[src/design/nand_host_regs.vh]
`ifndef NAND_HOST_REGS_VH
`define NAND_HOST_REGS_VH
// ------------------------------------------------------------
// Commands and geometry
// ------------------------------------------------------------
`define CMD_READ_ID 8'h90
`define CMD_READ_1 8'h00
`define CMD_READ_2 8'h30
`define CMD_PROG_1 8'h80
`define CMD_PROG_2 8'h10
`define CMD_ERASE_1 8'h60
`define CMD_ERASE_2 8'hD0
`define ADDR_ID 8'h00
`define PAGE_MAIN_BYTES 2048
`define PAGE_SPARE_BYTES 128
`define PAGE_COLUMNS 2176
`define PAGES_PER_BLOCK 64
`define BLOCKS_PER_PLANE 2048
`define PLANES_PER_DIE 2
`define DIES_PER_STACK 4
`define ID_BYTES 5
`define ADDR_BYTES 5
// Upper nibble of column byte 2 and row byte 3 is held low
`define HI_NIBBLE_MASK 8'h0F
// ------------------------------------------------------------
// Timing
// ------------------------------------------------------------
`define CLK_PERIOD_NS 10
`define STROBE_CYC 3
`define READ_MAX_US 30
`define PROG_TYP_US 300
`define ERASE_TYP_US 3500
`define READ_WAIT_CYC (`READ_MAX_US * 1000 / `CLK_PERIOD_NS)
`define PROG_WAIT_CYC (`PROG_TYP_US * 1000 / `CLK_PERIOD_NS)
`define ERASE_WAIT_CYC (`ERASE_TYP_US * 1000 / `CLK_PERIOD_NS)
`endif

[src/design/nand_strobe_timer.v]
`timescale 1ns/1ns
`default_nettype none
module nand_strobe_timer (
	input wire i_sys_clk,
	input wire i_reset,
	input wire i_start,
	input wire [21:0] i_count,
	output wire o_done
);
	reg [21:0] cnt_reg;
	reg run_reg;
	assign o_done = run_reg && (cnt_reg == 22'h000000);
	always @(posedge i_sys_clk) begin
		if (i_reset) begin
			cnt_reg <= 22'h000000;
			run_reg <= 1'b0;
		end else if (i_start) begin
			cnt_reg <= i_count;
			run_reg <= 1'b1;
		end else if (o_done) begin
			run_reg <= 1'b0;
		end else if (run_reg) begin
			cnt_reg <= cnt_reg - 22'h000001;
		end
	end
endmodule
`default_nettype wire

[src/design/nand_host_ctrl.v]
// Notes on behaviour
// - One shared 8-bit bus, bytes in turn
// - Command latched at write strobe rise
// - Address latched at write strobe rise
// - Host holds bytes stable across strobe rise
// - Select low addresses the stack
// - Four dies share bus and select
// - Five address bytes for read and program, three row bytes for erase, unused high bits low
// - ID mode: 90h then 00h, five bytes
`timescale 1ns/1ns
`default_nettype none
`include "nand_host_regs.vh"
module nand_host_ctrl #(
	parameter ERASE_WAIT = `ERASE_WAIT_CYC
) (
	input wire i_sys_clk,
	input wire i_reset,
	input wire i_op_valid,
	input wire [1:0] i_op_kind,
	input wire [39:0] i_op_addr,
	input wire i_protect_n,
	output wire o_op_ready,
	input wire i_wr_valid,
	input wire [7:0] i_wr_data,
	output wire o_wr_ready,
	output reg o_rd_valid,
	output reg [7:0] o_rd_data,
	output reg o_done,
	output reg o_timeout,
	input wire [7:0] i_bus_lines,
	output reg [7:0] o_bus_lines,
	output reg o_bus_lines_oe,
	output reg o_cmd_latch,
	output reg o_addr_latch,
	output reg o_chip_sel_n,
	output reg o_write_strobe_n,
	output reg o_read_strobe_n,
	output reg o_protect_n,
	input wire i_ready_busy_n
);
	// ------------------------------------------------------------
	// Operations and states
	// ------------------------------------------------------------
	localparam OP_ID = 2'd0;
	localparam OP_READ = 2'd1;
	localparam OP_PROG = 2'd2;
	localparam OP_ERASE = 2'd3;
	localparam S_IDLE = 3'd0;
	localparam S_CMD1 = 3'd1;
	localparam S_ADDR = 3'd2;
	localparam S_WDATA = 3'd3;
	localparam S_CMD2 = 3'd4;
	localparam S_WAIT = 3'd5;
	localparam S_RDATA = 3'd6;
	localparam S_END = 3'd7;
	// Counts are 32-bit integers; cut to the counter widths on purpose
	localparam integer STROBE_I = `STROBE_CYC;
	localparam integer RD_WAIT_I = `READ_WAIT_CYC;
	localparam integer PR_WAIT_I = `PROG_WAIT_CYC;
	localparam integer ER_WAIT_I = ERASE_WAIT;
	localparam integer COLS_I = `PAGE_COLUMNS;
	localparam integer ID_N_I = `ID_BYTES;
	localparam [21:0] STROBE = STROBE_I[21:0];
	localparam [21:0] RD_WAIT = RD_WAIT_I[21:0];
	localparam [21:0] PR_WAIT = PR_WAIT_I[21:0];
	localparam [21:0] ER_WAIT = ER_WAIT_I[21:0];
	localparam [11:0] COLS = COLS_I[11:0];
	localparam [11:0] ID_N = ID_N_I[11:0];

	reg [2:0] state_reg;
	reg [1:0] kind_reg;
	reg [39:0] addr_reg;
	reg [2:0] acnt_reg;
	reg [11:0] bcnt_reg;
	reg phase_reg;
	reg start_reg;
	reg [21:0] load_reg;
	wire tdone;

	nand_strobe_timer u_timer (
		.i_sys_clk(i_sys_clk),
		.i_reset(i_reset),
		.i_start(start_reg),
		.i_count(load_reg),
		.o_done(tdone)
	);

	// Ops that modify are refused up front while protect is low
	wire op_ok = (i_op_kind == OP_ID) || (i_op_kind == OP_READ) ||
		i_protect_n;
	assign o_op_ready = (state_reg == S_IDLE) && op_ok;
	assign o_wr_ready = (state_reg == S_WDATA) && !phase_reg &&
		!start_reg && !tdone && o_write_strobe_n;

	// Address byte n with unused high bits forced low
	reg [7:0] abyte;
	always @* begin
		abyte = addr_reg[7:0];
		case (acnt_reg)
		3'd1: abyte = addr_reg[15:8] & `HI_NIBBLE_MASK;
		3'd2: abyte = addr_reg[23:16];
		3'd3: abyte = addr_reg[31:24];
		3'd4: abyte = addr_reg[39:32] & `HI_NIBBLE_MASK;
		default: abyte = addr_reg[7:0];
		endcase
	end

	wire [7:0] cmd1 = (kind_reg == OP_ID) ? `CMD_READ_ID :
		(kind_reg == OP_READ) ? `CMD_READ_1 :
		(kind_reg == OP_PROG) ? `CMD_PROG_1 : `CMD_ERASE_1;
	wire [7:0] cmd2 = (kind_reg == OP_READ) ? `CMD_READ_2 :
		(kind_reg == OP_PROG) ? `CMD_PROG_2 : `CMD_ERASE_2;
	// Erase starts at the first row byte, so all but ID end on byte 4
	wire [2:0] alast = (kind_reg == OP_ID) ? 3'd0 : 3'd4;

	// ------------------------------------------------------------
	// Sequencer
	// ------------------------------------------------------------
	// Each strobe: phase 0 drives low STROBE+2 cycles, phase 1 high.
	always @(posedge i_sys_clk) begin
		if (i_reset) begin
			state_reg <= S_IDLE;
			kind_reg <= 2'd0;
			addr_reg <= 40'h0000000000;
			acnt_reg <= 3'd0;
			bcnt_reg <= 12'h000;
			phase_reg <= 1'b0;
			start_reg <= 1'b0;
			load_reg <= 22'h000000;
			o_rd_valid <= 1'b0;
			o_rd_data <= 8'h00;
			o_done <= 1'b0;
			o_timeout <= 1'b0;
			o_bus_lines <= 8'h00;
			o_bus_lines_oe <= 1'b0;
			o_cmd_latch <= 1'b0;
			o_addr_latch <= 1'b0;
			o_chip_sel_n <= 1'b1;
			o_write_strobe_n <= 1'b1;
			o_read_strobe_n <= 1'b1;
			o_protect_n <= 1'b0;
		end else begin
			start_reg <= 1'b0;
			o_rd_valid <= 1'b0;
			o_done <= 1'b0;
			o_protect_n <= i_protect_n;
			case (state_reg)
			S_IDLE: begin
				o_chip_sel_n <= 1'b1;
				o_bus_lines_oe <= 1'b0;
				if (i_op_valid && op_ok) begin
					kind_reg <= i_op_kind;
					addr_reg <= i_op_addr;
					o_timeout <= 1'b0;
					// Select the whole stack; die is in row bits
					o_chip_sel_n <= 1'b0;
					// Erase carries the row bytes only
					acnt_reg <= (i_op_kind == OP_ERASE) ? 3'd2 : 3'd0;
					phase_reg <= 1'b0;
					state_reg <= S_CMD1;
				end
			end
			S_CMD1, S_CMD2, S_ADDR: begin
				if (!phase_reg && o_write_strobe_n && !start_reg &&
					!tdone) begin
					// Byte driven at the same edge that drops the strobe
					o_bus_lines_oe <= 1'b1;
					o_cmd_latch <= (state_reg != S_ADDR);
					o_addr_latch <= (state_reg == S_ADDR);
					o_bus_lines <= (state_reg == S_CMD1) ? cmd1 :
						(state_reg == S_CMD2) ? cmd2 :
						(kind_reg == OP_ID) ? `ADDR_ID : abyte;
					o_write_strobe_n <= 1'b0;
					start_reg <= 1'b1;
					load_reg <= STROBE;
				end else if (tdone && !phase_reg) begin
					// Rising edge latches the byte held on the bus
					o_write_strobe_n <= 1'b1;
					phase_reg <= 1'b1;
					start_reg <= 1'b1;
					load_reg <= STROBE;
				end else if (tdone) begin
					phase_reg <= 1'b0;
					o_cmd_latch <= 1'b0;
					o_addr_latch <= 1'b0;
					if (state_reg == S_CMD1) begin
						state_reg <= S_ADDR;
					end else if (state_reg == S_CMD2) begin
						state_reg <= S_WAIT;
						o_bus_lines_oe <= 1'b0;
						start_reg <= 1'b1;
						load_reg <= (kind_reg == OP_READ) ? RD_WAIT :
							(kind_reg == OP_PROG) ? PR_WAIT : ER_WAIT;
					end else if (acnt_reg != alast) begin
						acnt_reg <= acnt_reg + 3'd1;
					end else if (kind_reg == OP_ID) begin
						o_bus_lines_oe <= 1'b0;
						bcnt_reg <= ID_N;
						state_reg <= S_RDATA;
					end else if (kind_reg == OP_PROG) begin
						bcnt_reg <= COLS;
						state_reg <= S_WDATA;
					end else begin
						state_reg <= S_CMD2;
					end
				end
			end
			S_WDATA: begin
				if (i_wr_valid && o_wr_ready) begin
					o_bus_lines <= i_wr_data;
					o_write_strobe_n <= 1'b0;
					start_reg <= 1'b1;
					load_reg <= STROBE;
				end else if (tdone && !phase_reg) begin
					o_write_strobe_n <= 1'b1;
					phase_reg <= 1'b1;
					start_reg <= 1'b1;
					load_reg <= STROBE;
					bcnt_reg <= bcnt_reg - 12'h001;
				end else if (tdone) begin
					phase_reg <= 1'b0;
					if (bcnt_reg == 12'h000) begin
						state_reg <= S_CMD2;
					end
				end
			end
			S_WAIT: begin
				// Ready high after busy was seen low ends the wait; timer is a give-up bound
				if (i_ready_busy_n && !start_reg && !tdone &&
					load_reg != RD_WAIT && load_reg != PR_WAIT &&
					load_reg != ER_WAIT) begin
					state_reg <= (kind_reg == OP_READ) ? S_RDATA : S_END;
					bcnt_reg <= COLS;
				end else if (tdone) begin
					o_timeout <= 1'b1;
					state_reg <= S_END;
				end else if (!i_ready_busy_n) begin
					load_reg <= 22'h000000;
				end
			end
			S_RDATA: begin
				if (!phase_reg && o_read_strobe_n && !start_reg &&
					!tdone) begin
					o_read_strobe_n <= 1'b0;
					start_reg <= 1'b1;
					load_reg <= STROBE;
				end else if (tdone && !phase_reg) begin
					// Sample before rise; first ID byte is maker
					o_rd_data <= i_bus_lines;
					o_rd_valid <= 1'b1;
					o_read_strobe_n <= 1'b1;
					phase_reg <= 1'b1;
					start_reg <= 1'b1;
					load_reg <= STROBE;
					bcnt_reg <= bcnt_reg - 12'h001;
				end else if (tdone) begin
					phase_reg <= 1'b0;
					if (bcnt_reg == 12'h000) begin
						state_reg <= S_END;
					end
				end
			end
			S_END: begin
				o_done <= 1'b1;
				o_chip_sel_n <= 1'b1;
				state_reg <= S_IDLE;
			end
			default: begin
				state_reg <= S_IDLE;
			end
			endcase
		end
	end
endmodule
`default_nettype wire

[config.mk]
export PLATFORM = sky130hd
export DESIGN_NAME = nand_host_ctrl
export DESIGN_NICKNAME = d
export VERILOG_FILES = /design/src/design/nand_strobe_timer.v /design/src/design/nand_host_ctrl.v
export VERILOG_INCLUDE_DIRS = /design/src /design/src/design
export SDC_FILE = /design/constraint.sdc
export NUM_CORES = 1
export LEC_CHECK = 0
export BUFFER_PORTS_ARGS = -buffer_cell sky130_fd_sc_hd__buf_2
export CAP_MARGIN = 20
export CORE_MARGIN = 2
export CORE_UTILIZATION = 28
export DETAILED_ROUTE_END_ITERATION = 7
export GPL_ROUTABILITY_DRIVEN = 0
export HOLD_SLACK_MARGIN = 0.08
export PLACE_DENSITY = 0.46
export SLEW_MARGIN = 20
export SYNTH_ARGS = -nofsm -noshare
export SYNTH_HDL_FRONTEND = slang
export SYNTH_HIERARCHICAL = 1
export SYNTH_SLANG_ARGS = --single-unit
[constraint.sdc]
create_clock -name i_sys_clk -period 8.5 [get_ports i_sys_clk]
set_input_delay 0.425 -clock i_sys_clk [delete_from_list [all_inputs] [get_ports i_sys_clk]]
set_output_delay 0.425 -clock i_sys_clk [all_outputs]
set_load 0.02 [all_outputs]
==> flow_metrics.py <==
metrics = {
    "cells_and_area": {
        "instances_no_fill": 1210,
        "diodes": 0,
        "largest_reg_flops": 32,
        "syn2layout_area_growth_pct": 18.2,
        "post-route-util": 0.334,
        "layout.nets": 955,
        "drive_above_1_share": 0.177,
    },
    "critical_path": {
        "cp_slowest_cell": "or4_4",
        "path_depth": 14,
        "cp_max_fo": 14,
        "startpoint": "u_timer/cnt_reg[0]",
        "timing.rr.start": "u_timer/cnt_reg[0]",
        "crit_path_cell_trace": "inv_1 > ha_1 > nor4b_2 > nand4_1 > or4_4 > nor3_2 > buf_4 > ha_1 > nand2_1 > o21ai_0 > a32o_1 > nand4bb_1 > or3_1 > a21oi_1",
        "path_class": "reg -> reg",
        "slowest_delay_ns": 0.63,
        "r2r_end": "bcnt_reg[1]",
        "endpoint": "bcnt_reg[1]",
        "cp-end-kind": "flip-flop",
        "reg2reg_depth": 14,
        "crit_family": "simple AND/OR/NAND/NOR gates",
        "critPathLaunchType": "flip-flop",
        "reg2reg_slack_ns": 3.86,
        "crit_top_cell": "ha_1",
        "path_buf_inv": 2,
        "cp.arrival_ns": 5.00,
        "cp.required_ns": 8.85,
    },
    "synthesis": {
        "ys_seq_elements": 125,
        "synth.net_count": 899,
        "synth_edf_count": 0,
        "syn_area_sq_um": 6600,
        "yosysUniqueCellTypes": 86,
        "ys_warn_count": 6,
        "ys_seq_area_frac": 0.379,
        "synthArstFlopShare": 0,
        "yosys.area.top_type": "dfxtp_1",
        "synth.area.top_cells": "dfxtp_1 (38%), a21oi_1 (6.6%), nand2_1 (6.0%), nor2_1 (4.4%), o21ai_0 (3.5%)",
        "syn_inst": 822,
        "syn_area_per_cell_sq_um": 8.03,
        "ys.flop_type": "dfxtp_1",
        "yosys.area.top_type_share": 0.379,
    },
    "timing": {
        "final_hold_viol_count": 0,
        "worst_pin_slew_ns": 1.02,
        "clock_skew_ns": 0.0101,
        "min_period_ns": 4.64,
        "setup-tns-final_ns": 0,
        "max_clock_freq_mhz": 215,
        "slew_viol_final": 0,
        "finalSetupViolCount": 0,
        "setup_slack_ns": 3.86,
        "rsz0062_at_grt": "false",
        "slew_headroom": 0.318,
        "finalCritPeriodShare": 0.546,
    },
    "die": {
        "io_pins": 92,
        "die_y_um": 158,
        "core_area_sq_um": 23300,
        "core.rowCount": 56,
        "start_util": 0.283,
        "dieArea_sq_um": 24800,
        "die_w_um": 158,
    },
    "power_and_ir_drop": {
        "peakVddDrop_mv": 0.111,
        "total_power_w": 0.00220,
        "cellPowerDensity_nw_per_um2": 283,
        "power.leakage_nw": 3.04,
    },
    "min_path": {
        "min_from": "i_op_addr[3]",
        "hp-class": "in -> reg",
    },
    "grt": {
        "grtUsageTotal": 0.161,
        "overflow": 0,
        "grt_max_degree": 85,
        "grtUsageMet1": 0.221,
        "gr-max-usage-layer": "met2",
        "antenna_found_initial": 0,
        "met2_usage": 0.255,
        "met3_usage": 0.0336,
        "grt_pass1_vias": 5803,
        "grt_pass1_wl_um": 31300,
    },
    "placed_design": {
        "dp_slack_ns": 3.93,
        "hpwlAfterDp_um": 13700,
        "dp.cells": 1178,
        "numPortBuffers": 83,
    },
    "clock_tree": {
        "clockRootBuffer": "clkbuf_16",
        "htreeDepth": 4,
        "tritoncts": "done",
        "cts_buffers": 17,
        "postCtsHoldBufs": 0,
        "clk_latency_ns": 0.43,
        "cts.sink_count": 125,
        "post_cts_buffers": 0,
        "clock_path_buffers": 2,
        "cts_resized": 0,
        "cts.clk_slew.worst_paths_ns": 0.07,
    },
    "detailed_routing": {
        "drc": 0,
        "first_pass_iters": 5,
        "routed_via_density": 5.03,
        "drtIter0Drc": 354,
        "vias": 6088,
        "drt_wl_total_um": 19500,
        "wl_per_cell_um": 16.1,
        "antenna_left": 0,
    },
    "run": {
        "maxCapViolCount": 0,
    },
    "status": {
        "outcome": "complete, no violations",
    },
}
[synthesized netlist by cell type (5+ instances only)]
cell,instances
a211o_1,6
a211oi_1,12
a21o_1,11
a21oi_1,87
a22oi_1,8
a311oi_1,7
a31oi_1,12
and2_1,12
and3_1,5
buf_2,23
clkbuf_1,26
dfxtp_1,125
ha_1,13
inv_1,29
mux2i_1,16
nand2_1,106
nand2b_1,6
nand3_1,18
nor2_1,77
nor2b_1,12
nor3_1,30
nor4_1,8
o21ai_0,46
o21bai_1,5
or3_1,8
xnor2_1,7
[power breakdown]
part | switching (W) | internal, W
clock | 0.000299 | 0.000415
combinational | 0.000468 | 0.000270
sequential | 0.0000836 | 0.000669
total | 0.000850 | 0.00135
[layer usage]
metal  vias to the layer above  part of all wire
met5                         -                 0
met4                         0            0.0084
met3                        11             0.036
met2                       120              0.46
met1                      2872              0.50
li1                       3085                 -
[worst reg2reg max path: cells and delay by family (launching register included)]
kind                     cells  cell delay (ns)
AO/OA/AOI/OAI                3             0.58
buffers and inverters        2             0.33
flip-flops                   1             0.31
AND/OR/NAND/NOR              7             2.72
adder cells (fa/ha/maj)      2             0.63
[cell type report]
class	instances	area, sq um
inverters	29	109
flip-flops and latches	125	2500
multi-input cells	613	3730
repair buffers	92	485
clock buffers	18	439
clock inverters	14	134
well taps	319	399
fillers	2497	15500
[stage by stage]
| step | hold WS (ns) | instance area, sq um |
|---|---|---|
| after global placement | 0.443 | 7220 |
| after CTS | 0.213 | 7790 |
| final | 0.230 | 7800 |
| after global routing | 0.220 | 7800 |
| after floorplan | 0.436 | 6600 |
| after detailed placement | 0.447 | 7220 |
[layout by cell type, fill, tap and decap left out, types with 6 or more instances in the layout]
master / Yosys / routed
a22oi_1: 8 / 8
ha_1: 13 / 13
dfxtp_1: 125 / 125
a211oi_1: 12 / 12
a211o_1: 6 / 6
a21o_1: 11 / 11
nor3_1: 30 / 29
nor2b_1: 12 / 12
buf_4: 0 / 10
a31oi_1: 12 / 12
a21oi_1: 87 / 86
nor4_1: 8 / 8
inv_1: 29 / 29
a311oi_1: 7 / 7
nand3_1: 18 / 18
nor2_1: 77 / 77
mux2i_1: 16 / 16
nand2_1: 106 / 106
nand2b_1: 6 / 6
and2_1: 12 / 12
buf_2: 23 / 82
xnor2_1: 7 / 7
or3_1: 8 / 8
o21ai_0: 46 / 46
clkbuf_16: 0 / 17
[kinds of logic after synthesis]
group	Yosys count	share of synthesized area
compound gates	248	0.249
xor+xnor	10	0.0133
fa+ha+maj	13	0.0246
flops	125	0.379
simple gates	325	0.251
mux	17	0.0260
buf+inv	84	0.0571
[worst min-delay path by stage]
stage	cells past startpoint	end
after global routing	3	addr_reg[31]
after CTS	3	addr_reg[23]
after floorplan	2	addr_reg[5]
after detailed placement	2	addr_reg[35]
after global placement	2	addr_reg[10]
final	3	addr_reg[3]
(Power assumes the default switching activity.)
